## src/cwg_regs.vh

```
// Purpose: named offsets, bit positions and reset values for the
//          conditional write guard register bank
// Assumes: 6-bit control bus address, 8-bit data
// Notes:   included by the top-level design file only
`ifndef CWG_REGS_VH
`define CWG_REGS_VH

// register offsets on the control bus
`define CWG_ADDR_W 6
`define CWG_OFF_CONFIG 6'h01
`define CWG_OFF_INT_COND 6'h02
`define CWG_OFF_INT_MASK 6'h03
`define CWG_OFF_TX_STATE 6'h04
`define CWG_OFF_RX_COND_A 6'h09
`define CWG_OFF_RX_COND_B 6'h0A
`define CWG_OFF_INT_CMP 6'h1A
`define CWG_OFF_TX_CMP 6'h1B
`define CWG_OFF_RX_A_CMP 6'h1C
`define CWG_OFF_RX_B_CMP 6'h1D
`define CWG_OFF_CMT_CMP 6'h1F
`define CWG_OFF_CMT_COND 6'h20

// bit positions inside the interrupt condition register
`define CWG_BIT_WRITE_INHIBIT 3
`define CWG_BIT_LINK_ERR 4

// reset values
`define CWG_RST_ZERO 8'h00
`define CWG_RST_INT_COND 8'h10
`define CWG_RST_TX_STATE 8'h00
`define CWG_RST_LEM_COUNT 8'h00

// counter constants
`define CWG_LEM_ONE 8'h01

`endif

```

## src/cwg_guard.v

```verilog
// Purpose: per-register merge of a host write with a compare register
// Assumes: purely combinational, used once per guarded register
// Notes:   only bits matching the compare register take the write data
module cwg_guard
#(
  parameter W = 8
)
(
  input wire [W-1:0] cur_i,
  input wire [W-1:0] cmp_i,
  input wire [W-1:0] wdata_i,
  input wire wr_i,
  output wire [W-1:0] next_o,
  output wire inhibit_o
);

  // bits still equal to what the host last saw
  wire [W-1:0] match;

  assign match = ~(cur_i ^ cmp_i);

  // matching bits follow the write, others keep their value
  assign next_o = wr_i ? ((cur_i & ~match) | (wdata_i & match)) : cur_i;

  // any changed-since-read bit blocks part of the write
  assign inhibit_o = wr_i & ~(&match);

endmodule

```

## src/cwg_top.v

```verilog
// Purpose: guarded condition registers, compare registers, config,
//          interrupt mask and link error threshold flag
// Assumes: one clock, synchronous active-high reset, one-cycle
//          read/write strobes on the control bus
// Notes:
// Notes on behaviour
// write blocked by change sets write-inhibit flag
// mismatching bits versus compare register not written
// guarding covers offsets 02, 04, 09, 0A, 20
// compare partners 1A, 1B, 1C, 1D, 1F
// write-inhibit flag cleared only by host write
// config writes ignored while scrubbing
// link-error flag set when counter reaches zero
// reset zeroes counter and sets link-error flag
// interrupt low when condition and mask both set
// matching bits of a guarded write update normally
`include "cwg_regs.vh"
module cwg_top
(
  input wire REF_CLK_I,
  input wire RESET_I,
  input wire [5:0] CBUS_ADDR_I,
  input wire [7:0] CBUS_WDATA_I,
  input wire CBUS_WR_I,
  input wire CBUS_RD_I,
  input wire SCRUB_ACTIVE_I,
  input wire [7:0] INT_COND_SET_I,
  input wire [7:0] RX_COND_A_SET_I,
  input wire [7:0] RX_COND_B_SET_I,
  input wire [7:0] CMT_COND_SET_I,
  input wire LEM_DEC_I,
  input wire LEM_LOAD_I,
  input wire [7:0] LEM_LOAD_VALUE_I,
  output reg [7:0] CBUS_RDATA_O,
  output reg CBUS_ACK_O,
  output reg [7:0] CONFIG_O,
  output reg [7:0] TX_STATE_O,
  output reg INT_N_O
);

  // address match helper
  function hit;
    input [5:0] addr;
    input [5:0] off;
    begin
      hit = (addr == off);
    end
  endfunction

  // guarded condition registers
  reg [7:0] interrupt_condition;
  reg [7:0] transmit_state;
  reg [7:0] receive_condition_a;
  reg [7:0] receive_condition_b;
  reg [7:0] connection_mgmt_condition;
  // compare registers
  reg [7:0] interrupt_condition_compare;
  reg [7:0] transmit_state_compare;
  reg [7:0] receive_condition_a_compare;
  reg [7:0] receive_condition_b_compare;
  reg [7:0] connection_mgmt_condition_compare;
  // plain registers
  reg [7:0] configuration_setup;
  reg [7:0] interrupt_mask_bank;
  // link error monitor counter
  reg [7:0] lem_count;

  // write strobes per guarded register
  wire wr_int = CBUS_WR_I & hit(CBUS_ADDR_I, `CWG_OFF_INT_COND);
  wire wr_tsr = CBUS_WR_I & hit(CBUS_ADDR_I, `CWG_OFF_TX_STATE);
  wire wr_rca = CBUS_WR_I & hit(CBUS_ADDR_I, `CWG_OFF_RX_COND_A);
  wire wr_rcb = CBUS_WR_I & hit(CBUS_ADDR_I, `CWG_OFF_RX_COND_B);
  wire wr_cmt = CBUS_WR_I & hit(CBUS_ADDR_I, `CWG_OFF_CMT_COND);

  // merged values and inhibit indications from the guards
  wire [7:0] g_int;
  wire [7:0] g_tsr;
  wire [7:0] g_rca;
  wire [7:0] g_rcb;
  wire [7:0] g_cmt;
  wire [4:0] inh;

  // each guarded register against its compare partner, see
  cwg_guard #(.W(8)) u_g_int
  (
    .cur_i(interrupt_condition),
    .cmp_i(interrupt_condition_compare),
    .wdata_i(CBUS_WDATA_I),
    .wr_i(wr_int),
    .next_o(g_int),
    .inhibit_o(inh[0])
  );
  cwg_guard #(.W(8)) u_g_tsr
  (
    .cur_i(transmit_state),
    .cmp_i(transmit_state_compare),
    .wdata_i(CBUS_WDATA_I),
    .wr_i(wr_tsr),
    .next_o(g_tsr),
    .inhibit_o(inh[1])
  );
  cwg_guard #(.W(8)) u_g_rca
  (
    .cur_i(receive_condition_a),
    .cmp_i(receive_condition_a_compare),
    .wdata_i(CBUS_WDATA_I),
    .wr_i(wr_rca),
    .next_o(g_rca),
    .inhibit_o(inh[2])
  );
  cwg_guard #(.W(8)) u_g_rcb
  (
    .cur_i(receive_condition_b),
    .cmp_i(receive_condition_b_compare),
    .wdata_i(CBUS_WDATA_I),
    .wr_i(wr_rcb),
    .next_o(g_rcb),
    .inhibit_o(inh[3])
  );
  cwg_guard #(.W(8)) u_g_cmt
  (
    .cur_i(connection_mgmt_condition),
    .cmp_i(connection_mgmt_condition_compare),
    .wdata_i(CBUS_WDATA_I),
    .wr_i(wr_cmt),
    .next_o(g_cmt),
    .inhibit_o(inh[4])
  );

  // counter step reaching zero is the threshold event
  wire lem_hit = LEM_DEC_I & ~LEM_LOAD_I & (lem_count == `CWG_LEM_ONE);

  // hardware set vector for the interrupt condition register
  reg [7:0] int_set;
  reg [7:0] next_int_cond;
  reg [7:0] next_rdata;

  // sets win over host clears in the same cycle
  always @*
  begin
    int_set = INT_COND_SET_I;
    int_set[`CWG_BIT_WRITE_INHIBIT] = |inh;
    int_set[`CWG_BIT_LINK_ERR] = lem_hit;
    next_int_cond = g_int | int_set;
  end

  // read data multiplexer, unmapped reads return zero
  always @*
  begin
    case (CBUS_ADDR_I)
      `CWG_OFF_CONFIG: next_rdata = configuration_setup;
      `CWG_OFF_INT_COND: next_rdata = interrupt_condition;
      `CWG_OFF_INT_MASK: next_rdata = interrupt_mask_bank;
      `CWG_OFF_TX_STATE: next_rdata = transmit_state;
      `CWG_OFF_RX_COND_A: next_rdata = receive_condition_a;
      `CWG_OFF_RX_COND_B: next_rdata = receive_condition_b;
      `CWG_OFF_INT_CMP: next_rdata = interrupt_condition_compare;
      `CWG_OFF_TX_CMP: next_rdata = transmit_state_compare;
      `CWG_OFF_RX_A_CMP: next_rdata = receive_condition_a_compare;
      `CWG_OFF_RX_B_CMP: next_rdata = receive_condition_b_compare;
      `CWG_OFF_CMT_CMP: next_rdata = connection_mgmt_condition_compare;
      `CWG_OFF_CMT_COND: next_rdata = connection_mgmt_condition;
      default: next_rdata = `CWG_RST_ZERO;
    endcase
  end

  // guarded and condition registers
  always @(posedge REF_CLK_I)
  begin
    if (RESET_I)
    begin
      interrupt_condition <= `CWG_RST_INT_COND;
      transmit_state <= `CWG_RST_TX_STATE;
      receive_condition_a <= `CWG_RST_ZERO;
      receive_condition_b <= `CWG_RST_ZERO;
      connection_mgmt_condition <= `CWG_RST_ZERO;
    end
    else
    begin
      interrupt_condition <= next_int_cond;
      transmit_state <= g_tsr;
      receive_condition_a <= g_rca | RX_COND_A_SET_I;
      receive_condition_b <= g_rcb | RX_COND_B_SET_I;
      connection_mgmt_condition <= g_cmt | CMT_COND_SET_I;
    end
  end

  // compare, configuration and mask registers
  always @(posedge REF_CLK_I)
  begin
    if (RESET_I)
    begin
      interrupt_condition_compare <= `CWG_RST_ZERO;
      transmit_state_compare <= `CWG_RST_ZERO;
      receive_condition_a_compare <= `CWG_RST_ZERO;
      receive_condition_b_compare <= `CWG_RST_ZERO;
      connection_mgmt_condition_compare <= `CWG_RST_ZERO;
      configuration_setup <= `CWG_RST_ZERO;
      interrupt_mask_bank <= `CWG_RST_ZERO;
    end
    else if (CBUS_WR_I)
    begin
      case (CBUS_ADDR_I)
        `CWG_OFF_INT_CMP: interrupt_condition_compare <= CBUS_WDATA_I;
        `CWG_OFF_TX_CMP: transmit_state_compare <= CBUS_WDATA_I;
        `CWG_OFF_RX_A_CMP: receive_condition_a_compare <= CBUS_WDATA_I;
        `CWG_OFF_RX_B_CMP: receive_condition_b_compare <= CBUS_WDATA_I;
        `CWG_OFF_CMT_CMP:
          connection_mgmt_condition_compare <= CBUS_WDATA_I;
        `CWG_OFF_INT_MASK: interrupt_mask_bank <= CBUS_WDATA_I;
        `CWG_OFF_CONFIG:
        begin
          // dropped while scrubbing, see
          if (!SCRUB_ACTIVE_I)
            configuration_setup <= CBUS_WDATA_I;
        end
        default: ;
      endcase
    end
  end

  // link error monitor down-counter, stops at zero
  always @(posedge REF_CLK_I)
  begin
    if (RESET_I)
      lem_count <= `CWG_RST_LEM_COUNT;
    else if (LEM_LOAD_I)
      lem_count <= LEM_LOAD_VALUE_I;
    else if (LEM_DEC_I && (lem_count != `CWG_RST_LEM_COUNT))
      lem_count <= lem_count - `CWG_LEM_ONE;
  end

  // registered bus answer, interrupt and mirrored outputs
  always @(posedge REF_CLK_I)
  begin
    if (RESET_I)
    begin
      CBUS_RDATA_O <= `CWG_RST_ZERO;
      CBUS_ACK_O <= 1'b0;
      CONFIG_O <= `CWG_RST_ZERO;
      TX_STATE_O <= `CWG_RST_TX_STATE;
      INT_N_O <= 1'b1;
    end
    else
    begin
      if (CBUS_RD_I)
        CBUS_RDATA_O <= next_rdata;
      CBUS_ACK_O <= CBUS_RD_I | CBUS_WR_I;
      CONFIG_O <= configuration_setup;
      TX_STATE_O <= transmit_state;
      INT_N_O <= ~(|(interrupt_condition & interrupt_mask_bank));
    end
  end

endmodule

```

## config.mk

```make
export PLATFORM = sky130hd
export DESIGN_NAME = cwg_top
export DESIGN_NICKNAME = d
export VERILOG_FILES = /design/src/cwg_guard.v /design/src/cwg_top.v
export VERILOG_INCLUDE_DIRS = /design/src /design/src/src
export SDC_FILE = /design/constraint.sdc
export NUM_CORES = 1
export LEC_CHECK = 0
export BUFFER_PORTS_ARGS = -buffer_cell sky130_fd_sc_hd__buf_2
export CAP_MARGIN = 5
export CORE_UTILIZATION = 28
export CTS_BUF_LIST = sky130_fd_sc_hd__clkbuf_4
export DETAILED_ROUTE_END_ITERATION = 7
export SLEW_MARGIN = 15
export SYNTH_ARGS = -nofsm -noshare
export SYNTH_HDL_FRONTEND = slang
export SYNTH_HIERARCHICAL = 1
export SYNTH_SLANG_ARGS = --single-unit
```

## constraint.sdc

```tcl
create_clock -name REF_CLK_I -period 2.9 [get_ports REF_CLK_I]
set_input_delay 0.58 -clock REF_CLK_I [delete_from_list [all_inputs] [get_ports REF_CLK_I]]
set_output_delay 0.58 -clock REF_CLK_I [all_outputs]
set_load 0.1 [all_outputs]
```

* Yosys cells after proc, flatten, opt, wreduce, memory -nomap -nowiden
Index checks and enable logic that the tools add are counted.
** Operators by class
- $add $sub $neg :: 1
- Eq/ne operators :: 13
- Muxes and demuxes :: 7
- Bitwise logic cells :: 56
- Reductions and logical operators :: 17
** Operators with widths (count)
- $pmux W8 S12 :: 1
- $and A8 B8 Y8 :: 11
- $not A8 Y8 :: 10
- $or A8 B8 Y8 :: 9
- $mux W8 :: 6
- $reduce_and A8 Y1 :: 5
- $xor A8 B8 Y8 :: 5
- $eq A6 B5 Y1 const B :: 5
- $and A1 B1 Y1 :: 12
- $eq A6 B2 Y1 const B :: 2
- $eq A6 B4 Y1 const B :: 2
- $reduce_and A2 Y1 :: 6
- $eq A8 B1 Y1 const B :: 1
- $not A1 Y1 :: 8
- $reduce_bool A8 Y1 :: 1
- $reduce_or A8 Y1 :: 1
- $sub A8 B1 Y8 const B :: 1
- $eq A6 B1 Y1 const B :: 1
- $eq A6 B3 Y1 const B :: 1
- $eq A6 B6 Y1 const B :: 1
- $reduce_or A5 Y1 :: 1
- $reduce_and A3 Y1 :: 1
- $reduce_bool A2 Y1 :: 1
- $logic_and A1 B1 Y1 :: 1
- $or A1 B1 Y1 :: 1
** Storage, ports and cells
- Flip-flop bits (word level) :: 130
- Input bits :: 61
- Output and inout port bits :: 26

* Longest topological paths before layout
Gate-level depths: netlist of the first run.
- Depth after elaboration :: 7
- Gate-level depth with buffers :: 10
- Depth with buffers taken out :: 8

* Modules after synthesis
The synthesis of the first run kept the hierarchy.
** By module, submodules not included
- cwg_top :: times used 1, cells an instance 617, area each 5388.9 µm², seq. area each 2602.5 µm²
- cwg_guard :: times used 5, cells an instance 37, area each 219.0 µm², seq. area each 0.0 µm²

* Least setup slack after synthesis of the first run
OpenSTA, ideal clock, no wires.
- Path kind :: input -> register
- Start :: input CBUS_ADDR_I[5]
- End :: register interrupt_condition[4]
- Setup time :: 0.120 ns
- Arrival time :: 2.214 ns
- Required time :: 2.780 ns
- Setup slack :: 0.566 ns
- Stages on the path :: 9
- Buffers on the path :: 3
- Cell sequence :: buf_2 -> buf_2 -> nor4_1 -> and3_1 -> buf_4 -> inv_1 -> o21ai_0 -> o21ai_0 -> a211o_1
** On the way
- Word-level cells in the longest chain between the ends :: 4
** RTL lines
- start, declared :: line cwg_top.v:22 : input wire [5:0] CBUS_ADDR_I,
- $eq A6 B2 Y1 :: line cwg_top.v:46 : hit = (addr == off);
- $and A1 B1 Y1 :: line cwg_top.v:69 : wire wr_int = CBUS_WR_I & hit(CBUS_ADDR_I, `CWG_OFF_INT_COND);
- net wr_int :: line cwg_top.v:69
- $mux W8 :: line cwg_guard.v:23 : assign next_o = wr_i ? ((cur_i & ~match) | (wdata_i & match)) : cur_i;
- net g_int[4] :: line cwg_top.v:76 : wire [7:0] g_int;
- $or A8 B8 Y8 :: line cwg_top.v:144 : next_int_cond = g_int | int_set;
- end signal, assigned :: line cwg_top.v:172 : interrupt_condition <= `CWG_RST_INT_COND;
- end signal, assigned :: line cwg_top.v:180 : interrupt_condition <= next_int_cond;
- end, declared :: line cwg_top.v:51 : reg [7:0] interrupt_condition;
The timed path passes the listed nets, and every way through them passes these cells.
A chain may end at the register's enable or synchronous reset.

* Worst setup path after layout of the first run
- Start :: input CBUS_ADDR_I[0]
- End :: register interrupt_condition[3]
** On the way
- Word-level cells in the longest chain between the ends :: 5
- Elaborated cells between the ends (all ways) :: 18
- Classes of those cells :: eq/ne: 5; mux: 1; bitwise: 11; reduce/logical: 1
** RTL lines
- $eq A6 B3 Y1 :: line cwg_top.v:46
- $and A1 B1 Y1 :: line cwg_top.v:70 : wire wr_tsr = CBUS_WR_I & hit(CBUS_ADDR_I, `CWG_OFF_TX_STATE);
- net wr_tsr :: line cwg_top.v:70
- $and A1 B1 Y1 :: line cwg_guard.v:26 : assign inhibit_o = wr_i & ~(&match);
- net inh[1] :: line cwg_top.v:81 : wire [4:0] inh;
- $reduce_or A5 Y1 :: line cwg_top.v:142 : int_set[`CWG_BIT_WRITE_INHIBIT] = |inh;
- $or A8 B8 Y8 :: line cwg_top.v:144
The timed path passes the listed nets, and every way through them passes these cells.

==> summary.txt, run 1 <==
Timing
  • Pins Over Slew Limit: 0
  • Slew at the pin with the worst max-slew slack: ~0.64 ns
  • Endpoints failing hold: 0
  • Max Fclk: ~500 MHz
  • Final period util: ~70%
  • Final Setup Violations: 0
  • Skew final: 0.0189 ns
  • RSZ-0062 raised after global routing: no
  • Max-slew headroom: 57.3%
  • Final TNS setup: 0 ns
  • Tmin final: 2.00 ns

Synth
  • Mapped Area: 6480 µm²
  • Count leader, synth: dfxtp_1
  • Syn_nets: 866
  • Share of the synthesized area in the top cell type: 40.1%
  • Async S/R FF share, synth: 0%
  • Synth top area cells: dfxtp_1 (40%), a21oi_1 (8.4%), o21ai_0 (6.3%)
  • Commonest cells post-synth: dfxtp_1 (130), a21oi_1 (109), nor2_1 (93), o21ai_0 (82), nand2_1 (64)
  • Synth cell types: 57
  • Sequential area share after synthesis: 40.1%
  • Synth Flop Type: dfxtp_1
  • Mean post-synth cell area: a little over 8 µm²
  • Synth Register Bits: 130
  • Synth Instances: between 800 and 900
  • Synth Warn #: 6
  • Number of synthesized flops with an enable pin: 0
  • Cell taking the most area after synthesis: dfxtp_1

Power
  • PD cells: 501 nW/µm²
  • Combinational share of power: 13.3%
  • Peak supply drop: 0.211 mV
  • Total Power: roughly 3.8 mW
  • Internal: 2.64 mW
  • Switching fraction of total power: 30.0%
  • Psw: 1.13 mW
  • Lkg Pwr: ~3.0 nW
  • Clock power frac: 35.3%
  • Seq pwr share: 51.4%

Drt
  • # DRC: 0
  • Max Used Layer: met5
  • Routed wire length: around 21000 µm
  • M1 wire length: 9460 µm
  • WL met2: slightly below 10000 µm
  • Met3 WL post-DR: 1660 µm
  • Avg Vias per Cell: 5.32
  • DRT iter0 DRCs: about 790
  • Drt wl/cell: roughly 18 µm
  • Routed Antenna Nets: 0
  • First-pass iteration count of the detailed router: 6
  • Vias: roughly 6300

Global route
  • First-pass GRT wire length: 32600 µm
  • Grt ovf: 0
  • Initial antenna violation count: 2
  • Total GRT Usage: 18.0%
  • Largest net degree at the start of global routing: 124
  • Vias in the first global route: 5611

Floorplanning
  • Rows: 55
  • Core ar.: ~23000 µm²
  • Initial Util: between 20 and 30%
  • Total Die Area: ~24000 µm²
  • IO Pins: slightly below 90
  • Die X: 154 µm
  • Die height: 154 µm

Clock tree
  • Inserted Clock Buffers: 17
  • Worst-Skew Late Latency: 0.56 ns
  • CTS max path bufs: 2
  • Worst-path clk slew: 0.13 ns
  • H-tree depth: 4
  • Num Clock Sinks: 130
  • Root Buffer: clkbuf_4
  • CTS tree: done
  • Cts repair resizes: 0
  • Post-CTS setup buffers: 0
  • Hold-fix buffers, CTS: 0

Setup path
  • Startpoint Class: primary input
  • Crit path max-delay family: simple AND/OR/NAND/NOR gates
  • Kind of critical path: primary input to register
  • Max stage delay on crit path: 0.34 ns
  • Crit-path max FO: 18
  • CP dominant cell by count: a21oi_1
  • Req. time, crit path: 3.33 ns
  • Worst endpoint data arrival time: 2.43 ns
  • CP bufs+invs: 2
  • Worst setup EP type: register
  • Critical-path top delay cell: buf_2
  • Reg2Reg Setup Slack: approximately 1.1 ns
  • CP cell instances: buf_2 -> nor2_1 -> and4b_1 -> and2_1 -> inv_1 -> a21oi_1 -> nor4_1 -> a21oi_1

Finish
  • Ratio of cells with drive above 1 in the final layout: 16.8%
  • Number of fillers in the final layout: 2400
  • Nets: 948
  • Area growth syn-to-layout: 16.1%

Place
  • Post-DP HPWL: approximately 15000 µm
  • Count of input and output buffers: 84
  • Final GP Congestion: 0.935

Status
  • Status: completed

Worst hold path
  • Hold Path Class: primary input to register

Flow run
  • Max-cap violations: 0
layout by cell type (no fill, tap or decap), drive strengths merged, types with 4 or more instances in the layout:
master / instances
a21oi: 109
a22o: 4
a22oi: 19
a31oi: 5
a32oi: 8
and2: 5
and3: 4
buf: 106
clkbuf: 18
clkinv: 7
dfxtp: 130
inv: 16
mux2i: 27
nand2: 65
nand3: 37
nor2: 96
nor2b: 29
nor3: 13
nor4: 16
o21ai: 83
xnor2: 4
xor2: 43
cell families (layout without fill, tap and decap cells):
| logic type | after synthesis | after routing | synth area share, % |
|---|---|---|---|
| flops | 130 | 130 | 40.1 |
| buf+inv | 57 | 152 | 4.13 |
| compound gates | 252 | 252 | 22.4 |
| simple gates | 283 | 283 | 21.7 |
| xor+xnor | 47 | 47 | 6.35 |
| mux | 30 | 30 | 4.69 |
| fa+ha+maj | 3 | 3 | 0.579 |
| other cells | 0 | 1 | 0 |
power by group through the flow:
stage               sequential (mW)  combinational, mW  clock (mW)
finish                         1.94              0.500        1.33
global route                   1.95              0.551        1.46
CTS                            1.94              0.498        1.38
detailed placement             1.98              0.495           0
global placement               1.98              0.490           0
floorplan                      2.00              0.292           0
area by class of cell:
class                      instances  area (µm²)  share of cell area [%]
antenna                            1        2.50                  0.0333
clock buffer                      18         135                    1.80
clock inverter                    14         163                    2.16
inverter                          14        52.6                   0.698
multi-input combinational        615        3610                    48.0
sequential                       130        2600                    34.6
tap                              285         357                    4.74
timing repair buffer             106         601                    7.98
path summary, 6_finish.rpt:
path,cells after the start,start,to
worst min-delay path,3,RX_COND_A_SET_I[5],receive_condition_a[5]$_SDFF_PP0_
worst min register to register,2,interrupt_mask_bank[1]$_SDFFE_PP0P_,interrupt_mask_bank[1]$_SDFFE_PP0P_
worst max-delay path,8,CBUS_ADDR_I[0],interrupt_condition[3]$_SDFF_PP0_
worst max register to register,7,lem_count[0]$_SDFFE_PP0P_,lem_count[3]$_SDFFE_PP0P_
through the flow:
stage          area (µm²)  utilization (%)  hold WS [ns]  setup WS, ns  instances
2_1_floorplan        6480                -         0.449         0.566        802
3_3_place_gp         7230             31.9         0.467         0.404       1150
3_5_place_dp         7230             31.9         0.471         0.362       1150
4_1_cts              7520             33.2         0.173         0.851       1182
5_1_grt              7530             33.2         0.173         0.787       1183
6_report             7530             33.2         0.210         0.896       1183
worst register-to-register path, delay by kind of cell (launching register included):
kind | cells | cell delay (ns)
buf+inv | 1 | 0.09
xor+xnor | 1 | 0.15
fa+ha+maj | 1 | 0.20
simple gates | 2 | 0.33
flops | 1 | 0.37
compound gates | 2 | 0.59
routing by layer:
| layer | global-route usage, % | vias up |
|---|---|---|
| li1 | - | 3022 |
| met1 | 24.5 | 2974 |
| met2 | 28.6 | 269 |
| met3 | 3.70 | 29 |
| met4 | 5.48 | 2 |
| met5 | 0 | - |
Note: power is estimated with default switching activity, not from simulation.
==> run 2: changes to the inputs <==
==> constraint.sdc (replaced) <==
create_clock -name REF_CLK_I -period 1.94 [get_ports REF_CLK_I]
set_input_delay 0.388 -clock REF_CLK_I [delete_from_list [all_inputs] [get_ports REF_CLK_I]]
set_output_delay 0.388 -clock REF_CLK_I [all_outputs]
set_load 0.1 [all_outputs]
==> summary.txt, run 2 (synthesized netlist as in run 1, its figures left out) <==
Status
  • Status: completed

Drt
  • Routed Antenna Nets: 0
  • # DRC: 0
  • Routed wire length: 22100 µm
  • First-pass iteration count of the detailed router: 6
  • Drt wl/cell: 17.6 µm
  • DRT iter0 DRCs: 731
  • Avg Vias per Cell: 5.26
  • Vias: 6572

Global route
  • Largest net degree at the start of global routing: 123
  • Gr busiest metal: met2
  • Initial antenna violation count: 1
  • Vias in the first global route: 6134
  • Grt ovf: 0
  • Total GRT Usage: between 10% and 20%
  • Met1 Use GR: about a quarter
  • First-pass GRT wire length: 34200 µm
  • Met3 Resource Use GR: 3.28%
  • Met2 GRT Util: 30.3%

Setup path
  • Worst endpoint data arrival time: between 1 and 1.5 ns
  • Worst setup EP type: primary output
  • Crit path max-delay family: buffers and inverters
  • CP bufs+invs: 1
  • Critical-path top delay cell: buf_2
  • CP cell instances: buf_2
  • Max stage delay on crit path: 0.46 ns
  • Kind of critical path: register to primary output
  • Crit-path max FO: 3
  • Startpoint Class: register
  • Req. time, crit path: 1.55 ns

Power
  • PD cells: 703 nW/µm²
  • Peak supply drop: 0.254 mV
  • Total Power: 5.72 mW
  • Lkg Pwr: 3.33 nW

Place
  • Post-DP HPWL: 15800 µm
  • DP Area: roughly 7700 µm²
  • Final GP Congestion: 0.940
  • Post-place setup slack: -0.182 ns
  • Count of input and output buffers: 84

Timing
  • Min Hold Slack: 0.0432 ns
  • Tmin final: 1.85 ns
  • Final TNS setup: 0 ns
  • Skew final: 0.0227 ns
  • Endpoints failing hold: 0
  • Slew at the pin with the worst max-slew slack: 0.558 ns
  • Pins Over Slew Limit: 0
  • Final period util: 95.1%
  • Final worst slack: 0.0950 ns
  • Final Setup Violations: 0
  • Max Fclk: 542 MHz
  • Max-slew headroom: a little over three fifths

Clock tree
  • Num Clock Sinks: 130
  • Inserted Clock Buffers: 17
  • H-tree depth: 4
  • Worst-Skew Late Latency: 0.57 ns
  • Root Buffer: clkbuf_4
  • Post-CTS setup buffers: 0
  • Worst-path clk slew: about 0.13 ns
  • CTS max path bufs: 2
  • CTS tree: done

Finish
  • Nets: 1015
  • Most common cell after layout, fill and taps aside: dfxtp_1
  • Number of fillers in the final layout: 2365
  • Area growth syn-to-layout: 25.5%
  • Design area: between 8000 and 9000 µm²
  • Ratio of cells with drive above 1 in the final layout: 21.1%
  • Most frequent cells in the layout: dfxtp_1 (130), a21oi_1 (109), nor2_1 (93)

Floorplanning
  • Initial Util: about 29%
  • Die height: 154 µm
  • Rows: 55
  • Die X: between 150 and 200 µm
  • IO Pins: 87
  • Core ar.: 22600 µm²
  • Total Die Area: 23800 µm²

Flow run
  • Max-cap violations: 0

Worst hold path
  • Hold Path Class: primary input to register
## run 2: per-layer routing
metal  share of wire [%]  wire length, µm
met1                  45             9910
met2                  46            10200
met3                 6.9             1520
met4                 1.9              420
met5                   0                0
## run 2: stage by stage
step / instances / utilization, %
6_report: 1250 / 35.9
5_1_grt: 1250 / 35.9
4_1_cts: 1248 / 35.8
3_5_place_dp: 1200 / 33.8
3_3_place_gp: 1200 / 33.8
2_1_floorplan: 802 / -
## run 2: area by class of cell
type                            count  area [µm²]  area share, %
Clock buffer                       17         128           1.57
Timing Repair Buffer              173        1190           14.6
Inverter                           14        57.6          0.707
Tap cell                          285         357           4.38
Multi-Input combinational cell    615        3640           44.7
Sequential cell                   130        2600           32.0
Clock inverter                     15         165           2.03
Antenna cell                        1        2.50         0.0308
## run 2: where the power goes
group	internal (mW)	total [mW]	switching, mW	leakage (nW)
sequential	2.77	2.90	0.133	1.06
combinational	0.338	0.836	0.498	2.12
clock	0.875	1.98	1.10	0.140
total	3.98	5.72	1.73	3.33
## run 2: path summary, 6_finish.rpt
check,from,to,slack [ns],cells after the start
worst max-delay path,CBUS_RDATA_O[1]$_SDFFE_PP0P_,CBUS_RDATA_O[1],0.09,1
worst min-delay path,RX_COND_A_SET_I[4],receive_condition_a[4]$_SDFF_PP0_,0.04,3
worst max register to register,lem_count[0]$_SDFFE_PP0P_,lem_count[3]$_SDFFE_PP0P_,0.22,7
worst min register to register,interrupt_mask_bank[1]$_SDFFE_PP0P_,interrupt_mask_bank[1]$_SDFFE_PP0P_,0.49,2
## run 2: timing repair
| action | 4_1_cts | 5_1_grt |
|---|---|---|
| hold endpoints to repair | 16 | 1 |
| hold buffers | 16 | 1 |
| endpoints found under the setup margin | 0 | 5 |
| gates resized for setup | 0 | 2 |
